File: src/core/lccd_pkg.sv
// Shared constants and types for the character display command decoder.
// Assumes a single 25 MHz clock and no register bus; all state leaves as ports.
package lccd_pkg;

  // ****************************************************************
  // Command opcodes (upper nibble) and whole-byte codes
  // ****************************************************************
  localparam logic [3:0] OP_HOME        = 4'h1;
  localparam logic [3:0] OP_STATIC      = 4'h2;
  localparam logic [3:0] OP_DISPLAY     = 4'h3;
  localparam logic [3:0] OP_POWER_SAVE  = 4'h4;
  localparam logic [3:0] OP_POWER_CTRL  = 4'h5;
  localparam logic [3:0] OP_SYSTEM      = 4'h6;
  localparam logic [3:0] OP_CONTRAST    = 4'h7;
  localparam logic [7:0] CODE_NOP       = 8'h00;
  localparam logic [7:0] CODE_TEST      = 8'h0a;

  // ****************************************************************
  // Address map of the shared counter
  // ****************************************************************
  localparam logic [6:0] ADDR_RESET     = 7'h00;
  localparam logic [6:0] ADDR_HOME      = 7'h30;
  localparam logic [6:0] UCR_LAST       = 7'h1f;
  localparam logic [6:0] LINE1_BASE     = 7'h30;
  localparam logic [6:0] LINE2_BASE     = 7'h40;
  localparam logic [6:0] LINE3_BASE     = 7'h50;
  localparam logic [6:0] LINE4_BASE     = 7'h60;
  localparam logic [6:0] SYMBOL_BASE    = 7'h70;
  localparam logic [7:0] USER_CODE_LAST = 8'h03;

  // ****************************************************************
  // Reset values
  // ****************************************************************
  localparam logic [3:0] CONTRAST_RESET = 4'h0;
  localparam logic [1:0] LINES_RESET    = 2'h0;

  // ****************************************************************
  // Timing
  // ****************************************************************
  localparam int CLOCK_HZ          = 25_000_000;
  localparam int TICK_MS           = 1;
  localparam int TICK_CYCLES       = CLOCK_HZ / 1000 * TICK_MS;
  localparam int CURSOR_PERIOD_MS  = 1000;
  localparam int SLOW_PERIOD_MS    = 667;
  localparam int FAST_PERIOD_MS    = 286;
  localparam logic [9:0] CURSOR_HALF_TICKS = 10'(CURSOR_PERIOD_MS / 2 / TICK_MS);
  localparam logic [9:0] SLOW_HALF_TICKS   = 10'(SLOW_PERIOD_MS / 2 / TICK_MS);
  localparam logic [9:0] FAST_HALF_TICKS   = 10'(FAST_PERIOD_MS / 2 / TICK_MS);

  typedef enum logic [1:0] {
    STATIC_OFF  = 2'b00,
    STATIC_SLOW = 2'b01,
    STATIC_FAST = 2'b10,
    STATIC_ON   = 2'b11
  } lccd_static_mode_t;

  typedef struct packed {
    lccd_static_mode_t static_mode;
    logic              cursor_shown;
    logic              cursor_blink;
    logic              double_cursor;
    logic              display_on;
    logic              osc_run;
    logic              power_save;
    logic              regulator_en;
    logic              follower_en;
    logic              booster_en;
    logic              user_ram_en;
    logic              line_count_hi;
    logic              line_count_lo;
  } lccd_flags_t;

  typedef struct packed {
    logic       reg_select;
    logic [7:0] data;
  } lccd_host_t;

  typedef struct packed {
    logic       shown;
    logic       reverse;
    logic [6:0] addr;
  } lccd_cursor_t;

endpackage : lccd_pkg

File: src/core/lccd_char_rom.sv
// Fixed character pattern table, 256 codes by 7 rows of 5 dots.
// Assumes the caller registers the output; the lookup is purely combinational.
`timescale 1ns/1ps

module lccd_char_rom (
  input  wire logic [7:0] i_code,
  input  wire logic [2:0] i_row,
  output logic      [4:0] o_dots
);

  // ****************************************************************
  // Pattern generation
  // ****************************************************************
  // The mask contents are product specific; this stand-in derives a
  // repeatable pattern per code, 32 distinct patterns in all, so that the lookup is testable.
  logic [4:0] mixed;
  logic       blank_row;

  assign mixed     = i_code[4:0] ^ {i_row, 2'b00} ^ {2'b00, i_code[7:5]};
  assign blank_row = (i_row == 3'h7);
  assign o_dots    = blank_row ? 5'h00 : mixed;

endmodule : lccd_char_rom

File: src/core/lccd_decoder.sv
// Command interpreter of a character dot-matrix display controller.
// Assumes host pins are asynchronous to i_clock and held per write cycle time.
`timescale 1ns/1ps

// Summary of operation
// - Cursor home loads counter with 30H.
// - Static command sets two-bit symbol mode.
// - Static symbol acts only in standby.
// - Display command loads cursor, blink, double, display.
// - Cursor hidden, reverse, or alternating by flags.
// - Cursor blink period about one second.
// - Cursor follows the address counter.
// - Symbol area cursor blinks symbols selectively.
// - Power save sets oscillator and save flags.
// - Power control sets regulator, follower, booster.
// - System set loads line count, user RAM.
// - Contrast command loads four-bit level.
// - Bit seven set loads seven-bit address.
// - Data byte stored at counter location.
// - Counter increments after every data write.
// - Codes 00H-03H from user RAM if enabled.
// - Fixed 256-entry 5x7 pattern table.
// - Reset clears mode, display and power flags.
// - Power save enters standby, keeps contents.
module lccd_decoder #(
  parameter int P_TICK_CYCLES = lccd_pkg::TICK_CYCLES,
  parameter int P_SYNC_WIDTH  = 10
) (
  input  wire logic                  i_clock,
  input  wire logic                  i_rst,
  input  wire logic                  i_write_strobe,
  input  wire logic                  i_reg_select,
  input  wire logic [7:0]            i_data,
  input  wire logic [6:0]            i_view_addr,
  input  wire logic [7:0]            i_char_code,
  input  wire logic [2:0]            i_char_row,
  output lccd_pkg::lccd_flags_t      o_flags,
  output logic      [3:0]            o_contrast,
  output logic      [6:0]            o_addr_counter,
  output lccd_pkg::lccd_cursor_t     o_cursor,
  output logic                       o_symbol_blink,
  output logic                       o_static_symbol_on,
  output logic                       o_standby,
  output logic      [7:0]            o_view_data,
  output logic      [4:0]            o_pattern_row
);

  // ****************************************************************
  // Pin synchronisers
  // ****************************************************************
  // Bit layout: [9] write strobe, [8] register select, [7:0] data.
  logic [P_SYNC_WIDTH-1:0] pins;
  logic [P_SYNC_WIDTH-1:0] sync1;
  logic [P_SYNC_WIDTH-1:0] sync2;
  logic [P_SYNC_WIDTH-1:0] sync3;
  logic [P_SYNC_WIDTH-1:0] stable;
  logic                    strobe_seen;

  assign pins = {i_write_strobe, i_reg_select, i_data};

  genvar gi;
  generate
    for (gi = 0; gi < P_SYNC_WIDTH; gi++) begin : g_sync
      always_ff @(posedge i_clock) begin
        sync1[gi] <= pins[gi];
        sync2[gi] <= sync1[gi];
        sync3[gi] <= sync2[gi];
        if (i_rst) begin
          stable[gi] <= 1'b0;
        end else if (sync2[gi] == sync3[gi]) begin
          stable[gi] <= sync3[gi];
        end
      end
    end
  endgenerate

  always_ff @(posedge i_clock) begin
    if (i_rst) begin
      strobe_seen <= 1'b0;
    end else begin
      strobe_seen <= stable[9];
    end
  end

  // ****************************************************************
  // Byte decode
  // ****************************************************************
  lccd_pkg::lccd_host_t host;
  logic                 write_event;
  logic                 is_cmd;
  logic                 is_data;
  logic [3:0]           opcode;
  logic                 do_home;
  logic                 do_static;
  logic                 do_display;
  logic                 do_save;
  logic                 do_power;
  logic                 do_system;
  logic                 do_contrast;
  logic                 do_address;

  assign host        = lccd_pkg::lccd_host_t'(stable[8:0]);
  assign write_event = stable[9] & ~strobe_seen;
  assign is_cmd      = write_event & ~host.reg_select;
  assign is_data     = write_event & host.reg_select;
  assign opcode      = host.data[7:4];
  // Codes 00H (no-op), 0AH (test) and other 0xH bytes fall through every
  // decode below and therefore change nothing.
  assign do_home     = is_cmd & ~host.data[7] & (opcode == lccd_pkg::OP_HOME);
  assign do_static   = is_cmd & ~host.data[7] & (opcode == lccd_pkg::OP_STATIC);
  assign do_display  = is_cmd & ~host.data[7] & (opcode == lccd_pkg::OP_DISPLAY);
  assign do_save     = is_cmd & ~host.data[7] & (opcode == lccd_pkg::OP_POWER_SAVE);
  assign do_power    = is_cmd & ~host.data[7] & (opcode == lccd_pkg::OP_POWER_CTRL)
                       & ~host.data[3];
  assign do_system   = is_cmd & ~host.data[7] & (opcode == lccd_pkg::OP_SYSTEM);
  assign do_contrast = is_cmd & ~host.data[7] & (opcode == lccd_pkg::OP_CONTRAST);
  assign do_address  = is_cmd & host.data[7];

  // ****************************************************************
  // Control flags
  // ****************************************************************
  lccd_pkg::lccd_flags_t flags;
  logic [3:0]            contrast;

  always_ff @(posedge i_clock) begin
    if (i_rst) begin
      flags    <= '0;
      contrast <= lccd_pkg::CONTRAST_RESET;
    end else begin
      if (do_static) begin
        flags.static_mode <= lccd_pkg::lccd_static_mode_t'(host.data[1:0]);
      end
      if (do_display) begin
        flags.cursor_shown  <= host.data[3];
        flags.cursor_blink  <= host.data[2];
        flags.double_cursor <= host.data[1];
        flags.display_on    <= host.data[0];
      end
      if (do_save) begin
        flags.osc_run    <= host.data[1];
        flags.power_save <= host.data[0];
      end
      if (do_power) begin
        flags.regulator_en <= host.data[2];
        flags.follower_en  <= host.data[1];
        flags.booster_en   <= host.data[0];
      end
      if (do_system) begin
        flags.line_count_hi <= host.data[3];
        flags.line_count_lo <= host.data[2];
        flags.user_ram_en   <= host.data[0];
      end
      if (do_contrast) begin
        contrast <= host.data[3:0];
      end
    end
  end

  // ****************************************************************
  // Address counter and storage
  // ****************************************************************
  // Unmapped holes are still counted through, but writes there are dropped.
  logic [6:0] addr;
  logic [6:0] next_addr;
  logic [7:0] mem [128];
  logic       in_user;
  logic       in_line;
  logic       in_symbol;
  logic       mapped;

  assign in_user   = (addr <= lccd_pkg::UCR_LAST);
  assign in_line   = (addr >= lccd_pkg::LINE1_BASE) & (addr < lccd_pkg::SYMBOL_BASE);
  assign in_symbol = (addr >= lccd_pkg::SYMBOL_BASE);
  assign mapped    = in_user | in_line | in_symbol;

  always_comb begin
    next_addr = addr;
    if (do_home) begin
      next_addr = lccd_pkg::ADDR_HOME;
    end else if (do_address) begin
      next_addr = host.data[6:0];
    end else if (is_data) begin
      next_addr = addr + 7'h01;
    end
  end

  always_ff @(posedge i_clock) begin
    if (i_rst) begin
      addr <= lccd_pkg::ADDR_RESET;
    end else begin
      addr <= next_addr;
    end
  end

  // Storage is not cleared by reset or standby, so contents survive both.
  always_ff @(posedge i_clock) begin
    if (is_data && mapped) begin
      mem[addr] <= host.data;
    end
  end

  // ****************************************************************
  // Internal timing: millisecond tick and blink phases
  // ****************************************************************
  // Timing only advances while the oscillator flag is set, as on the chip.
  logic [$clog2(P_TICK_CYCLES)-1:0] tick_count;
  logic                             tick;
  logic [2:0][9:0]                  half_ticks;
  logic [2:0][9:0]                  blink_count;
  logic [2:0]                       blink_phase;
  logic                             cursor_phase;

  assign tick = flags.osc_run
                & (tick_count == ($clog2(P_TICK_CYCLES))'(P_TICK_CYCLES - 1));

  always_ff @(posedge i_clock) begin
    if (i_rst || !flags.osc_run || tick) begin
      tick_count <= '0;
    end else begin
      tick_count <= tick_count + 1'b1;
    end
  end

  // Entry 0 paces the cursor, entries 1 and 2 the slow and fast static blink.
  assign half_ticks   = {lccd_pkg::FAST_HALF_TICKS, lccd_pkg::SLOW_HALF_TICKS,
                         lccd_pkg::CURSOR_HALF_TICKS};
  assign cursor_phase = blink_phase[0];

  genvar bi;
  generate
    for (bi = 0; bi < 3; bi++) begin : g_blink
      always_ff @(posedge i_clock) begin
        if (i_rst) begin
          blink_count[bi] <= '0;
          blink_phase[bi] <= 1'b0;
        end else if (tick) begin
          if (blink_count[bi] == half_ticks[bi] - 10'h001) begin
            blink_count[bi] <= '0;
            blink_phase[bi] <= ~blink_phase[bi];
          end else begin
            blink_count[bi] <= blink_count[bi] + 10'h001;
          end
        end
      end
    end
  endgenerate

  // ****************************************************************
  // Cursor, symbol and static outputs
  // ****************************************************************
  logic [3:0] static_sel;
  logic       next_static;
  logic       cursor_reverse;
  logic       symbol_blink;

  // Indexed by the static mode code: off, slow blink, fast blink, on.
  assign static_sel  = {1'b1, blink_phase[2], blink_phase[1], 1'b0};
  assign next_static = static_sel[flags.static_mode];

  // Steady reverse without blink; alternating reverse with blink.
  assign cursor_reverse = flags.cursor_shown & (~flags.cursor_blink | cursor_phase);
  assign symbol_blink   = flags.cursor_shown & ~flags.cursor_blink & in_symbol;

  always_ff @(posedge i_clock) begin
    if (i_rst) begin
      o_cursor           <= '0;
      o_symbol_blink     <= 1'b0;
      o_static_symbol_on <= 1'b0;
      o_standby          <= 1'b0;
    end else begin
      o_cursor.shown     <= flags.cursor_shown;
      o_cursor.reverse   <= cursor_reverse;
      o_cursor.addr      <= addr;
      o_symbol_blink     <= symbol_blink & cursor_phase;
      o_static_symbol_on <= flags.power_save & flags.osc_run & next_static;
      o_standby          <= flags.power_save;
    end
  end

  // ****************************************************************
  // Pattern and view read ports
  // ****************************************************************
  logic [4:0] rom_dots;
  logic       use_user;
  logic [6:0] user_index;
  logic [4:0] user_dots;

  lccd_char_rom u_rom (
    .i_code (i_char_code),
    .i_row  (i_char_row),
    .o_dots (rom_dots)
  );

  assign use_user   = flags.user_ram_en & (i_char_code <= lccd_pkg::USER_CODE_LAST);
  assign user_index = {2'b00, i_char_code[1:0], i_char_row};
  assign user_dots  = (i_char_row == 3'h7) ? 5'h00 : mem[user_index][4:0];

  always_ff @(posedge i_clock) begin
    if (i_rst) begin
      o_pattern_row <= '0;
      o_view_data   <= '0;
    end else begin
      o_pattern_row <= use_user ? user_dots : rom_dots;
      o_view_data   <= mem[i_view_addr];
    end
  end

  // ****************************************************************
  // Register outputs
  // ****************************************************************
  always_ff @(posedge i_clock) begin
    if (i_rst) begin
      o_flags        <= '0;
      o_contrast     <= lccd_pkg::CONTRAST_RESET;
      o_addr_counter <= lccd_pkg::ADDR_RESET;
    end else begin
      o_flags        <= flags;
      o_contrast     <= contrast;
      o_addr_counter <= addr;
    end
  end

endmodule : lccd_decoder

File: config.mk
export PLATFORM = sky130hd
export DESIGN_NAME = lccd_decoder
export DESIGN_NICKNAME = d
export VERILOG_FILES = /design/src/core/lccd_pkg.sv /design/src/core/lccd_char_rom.sv /design/src/core/lccd_decoder.sv
export SDC_FILE = /design/constraint.sdc
export NUM_CORES = 1
export LEC_CHECK = 0
export BUFFER_PORTS_ARGS = -buffer_cell sky130_fd_sc_hd__buf_2
export CORE_ASPECT_RATIO = 1.25
export CORE_UTILIZATION = 50
export CTS_CLUSTER_DIAMETER = 120
export DETAILED_ROUTE_END_ITERATION = 8
export GPL_TIMING_DRIVEN = 0
export MAX_ROUTING_LAYER = met4
export PLACE_DENSITY = 0.76
export SYNTH_ARGS = -nofsm -noshare
export SYNTH_HDL_FRONTEND = slang
export SYNTH_SLANG_ARGS = --single-unit
export TNS_END_PERCENT = 10
File: constraint.sdc
create_clock -name i_clock -period 5.7 [get_ports i_clock]
set_clock_uncertainty 0.15 [all_clocks]
set_input_delay 0.57 -clock i_clock [delete_from_list [all_inputs] [get_ports i_clock]]
set_output_delay 0.57 -clock i_clock [all_outputs]
set_load 0.01 [all_outputs]
==> Flow_metrics.wiki <==
{| class="wikitable"
! Metric !! Value
|-
| Static Leak || around 18 nW
|-
| Number of clock sinks || 1179
|-
| TritonCTS clock tree || built
|-
| Total Negative Setup Slacks || 0 ns
|-
| Total gr overflow || 0
|-
| Number of cells in the finished layout apart from fillers || 4083
|-
| Most frequent cells in the layout || 1024 x edfxtp_1, 278 x mux4_2, 216 x nor2_1, 147 x dfxtp_1, 131 x mux2i_1
|-
| Summed instance area of the synthesized netlist || roughly 46000 sq um
|-
| Cell count after placement || about 3900
|-
| Wire length of the first global-routing pass || between 150000 and 200000 um
|-
| Area of combinational cells with multiple inputs || roughly 12000 sq um
|-
| Synthesized area per cell || 18.8 sq um
|-
| Number of synthesized flops with an enable pin || 1024
|-
| Cts-stage hold buffer count || 11
|-
| Final Hold Vio Count || 0
|-
| Number of buffers created by CTS || 106
|-
| Total of flip-flops plus latches after synthesis || roughly 1200
|-
| Pin count of the biggest net entering global routing || about 120
|-
| # resized after CTS || 0
|-
| Number of rows created at floorplan || about 120
|-
| Pre-CTS WS || around 1.4 ns
|-
| Number of vias in the routed layout || 25100
|-
| Standard cell core area || between 90000 and 100000 sq um
|-
| Detail Placement HPWL || about 75000 um
|-
| Path type of the worst setup path || flop to flop
|-
| Top post-synthesis cells by area || edfxtp_1 66%, mux4_2 14%, dfxtp_1 6.7%
|-
| Post-route ant nets || 0
|-
| Worst hold slack || between 0.04 and 0.05 ns
|-
| Clock Latency Late Sink || around 0.7 ns
|-
| Number of port buffers || around 70
|-
| Data arrival at the endpoint of the critical path || between 4 and 5 ns
|-
| Total number of H-tree levels || 3
|-
| Total track usage || roughly 25%
|-
| Setup crit start kind || flop
|-
| Setup repair bufs after CTS || 0
|-
| Mean number of vias per cell || just over 6
|-
| Count of mapped cells out of synthesis || about 2500
|-
| First-iteration detailed-routing DRC count || slightly above 3000
|-
| Total power per unit cell area || ~340 nW/um^2
|-
| Fraction of the yosys area taken by sequential cells || 73.0%
|-
| Final worst setup slack || 1.66 ns
|-
| Total wirelength of the detailed-routed design || around 110000 um
|-
| Worst slew pin tran || about 1.2 ns
|-
| Number of global-route vias before repair || 25400
|-
| Gpl congestion || a little under 1
|-
| Outcome || finished with violations
|-
| Top achievable clock speed || approximately 250 MHz
|-
| Horiz. Die Dim || between 200 and 300 um
|-
| Drt pass-1 iters || 9
|-
| IR drop worst, VDD || around 0.00028 V
|-
| Setup repair after global routing missed its margin || false
|-
| Number of distinct library cell variants in the gate-level netlist after synthesis || 61
|-
| DRC violation count after routing || 7
|-
| Final number of setup-violating endpoints || 0
|-
| Violations in the final reports || design-rule violations
|-
| Antenna violations before repair || 8
|-
| Maximum root-to-sink buffer count || 3
|-
| I/O pin total || 80
|-
| Number of inserted filler cells in the final layout || 6589
|-
| Final Critical Period || between 4 and 5 ns
|-
| Worst slew margin relative to its limit || approximately 18%
|-
| Portion of synthesized cell area occupied by the leading cell type || 66.4%
|-
| Area growth from synthesis to layout || 13.8%
|-
| Max Cap Viol || 0
|-
| Yosys warning count || 0
|-
| Synth area leader || edfxtp_1
|-
| Most common cell after layout, fill and taps aside || edfxtp_1
|-
| Area taken by flip-flops and latches || ~34000 sq um
|-
| Post-detailed-route wirelength per cell || roughly 28 um
|-
| Main synth FF type || edfxtp_1
|-
| Effective utilization at floorplan || between 50% and 60%
|-
| Portion of the clock cycle consumed by the worst path in the final layout || 70.9%
|-
| Clock transition at the registers of the reported paths || 0.07 ns
|-
| Maximum fanout along the worst path || 10
|-
| Layout net count || ~2800
|-
| Die Height || ~340 um
|-
| Tightest Hold Check Type || input pin to flop
|-
| Endpoint type of the worst setup path || flop
|-
| Data required time of the worst path || 5.86 ns
|-
| Root Buffer Master || clkbuf_16
|-
| Post-synthesis async set-or-reset flop share || 0%
|-
| Number of pins exceeding their max-slew limit in the final report || 0
|-
| Overall die area || about 94000 sq um
|-
| Share of layout cells above drive strength 1 || roughly 22%
|}
-- sequential cells by signal, indices dropped and copies added (netlist names), 2 cells and up --
signal          count
sync3              10
sync2              10
blink_phase         2
o_flags            14
addr                7
flags              14
mem              1024
o_pattern_row       5
o_contrast          4
o_addr_counter      7
tick_count         15
o_view_data         8
contrast            4
sync1              10
host                9
blink_count        30
-- Yosys cell counts (3+ instances only) --
cell type and n:
nor4bb_1 3, a41o_1 7, nand4_1 20, buf_4 14
a211oi_1 10, mux2_2 23, xnor2_1 23, a22o_1 14
buf_2 48, ha_1 8, mux4_2 278, or3_1 3
buf_6 4, and2_1 7, nand2b_1 8, a22oi_1 35
nor3_1 17, nand3_1 45, a221oi_1 16, nor2b_1 35
dfxtp_1 155, xor2_1 27, nand2_1 81, mux2i_1 131
o22ai_1 9, o21ai_1 9, clkbuf_1 62, and3_1 13
buf_1 12, a221o_1 3, nor4b_1 4, mux2_1 4
a21oi_1 28, or2_2 3, o21ai_0 20, edfxtp_1 1024
nand3b_1 7, nor2_1 216, inv_1 9, a31oi_1 3
-- routing by layer --
| layer | track usage (%) | wire length (um) | up-vias | share of wire (%) |
|---|---|---|---|---|
| met5 | - | 0 | - | 0 |
| met4 | 11.4 | 5440 | 0 | 4.8 |
| met3 | 4.36 | 10300 | 273 | 9.1 |
| met2 | 41.2 | 57200 | 1547 | 50 |
| met1 | 30.3 | 40400 | 12900 | 36 |
| li1 | - | - | 10400 | - |
-- cell type report --
type / instances / share of cell area (%)
clock inverters: 62 / 1.48
inverters: 11 / 0.0783
multi-input cells: 1262 / 23.2
plain buffers: 140 / 1.27
flip-flops and latches: 1179 / 64.3
clock buffers: 137 / 5.51
well taps: 1197 / 2.84
diodes: 4 / 0.0190
repair buffers: 91 / 1.30
-- cell families after synthesis --
kind of cell / after synthesis / synth area share (%)
DFF: 1179 / 73.0
and+or+nand+nor: 475 / 4.75
muxes: 436 / 17.0
AOI/OAI and AO/OA: 165 / 2.50
buffers and inverters: 151 / 1.53
xor gates and xnor gates: 50 / 0.945
adders and majority gates: 8 / 0.216
other: 1 / 0.00809
-- power by group --
part	switching, mW	internal [mW]
registers	0.0811	9.49
logic	0.552	0.356
clock network	3.20	4.27
total	3.83	14.1
-- critical path, stage by stage, from the launching register on --
cell	delay [ns]
dfxtp_1	0.32
clkbuf_1	0.44
nor2_1	0.18
nand2_1	0.50
nor2_1	0.11
nor2_1	0.11
nand2_1	0.32
clkbuf_1	0.55
nor2_1	0.91
-- per-stage QoR --
stage / instance area (sq um) / util [%] / total power [mW]
floorplan: 46800 / - / 10.3
global placement: 48700 / 53.1 / 10.6
detailed placement: 48900 / 53.4 / 10.6
CTS: 52700 / 57.5 / 18.0
global route: 52700 / 57.5 / 18.4
finish: 52700 / 57.5 / 17.9
-- worst paths after layout --
check                             from                     endpoint  slack, ns  depth (start not counted)
setup / recovery  addr[6]$_SDFFE_PP0P_         mem[55][5]$_DFFE_PP_       1.66                          8
setup reg to reg  addr[6]$_SDFFE_PP0P_         mem[55][5]$_DFFE_PP_       1.66                          8
hold reg to reg       sync1[6]$_DFF_P_             sync2[6]$_DFF_P_       0.18                          0
hold / removal          i_char_code[3]  o_pattern_row[3]$_SDFF_PP0_       0.04                          3
Note: power is estimated with default switching activity, not from simulation.
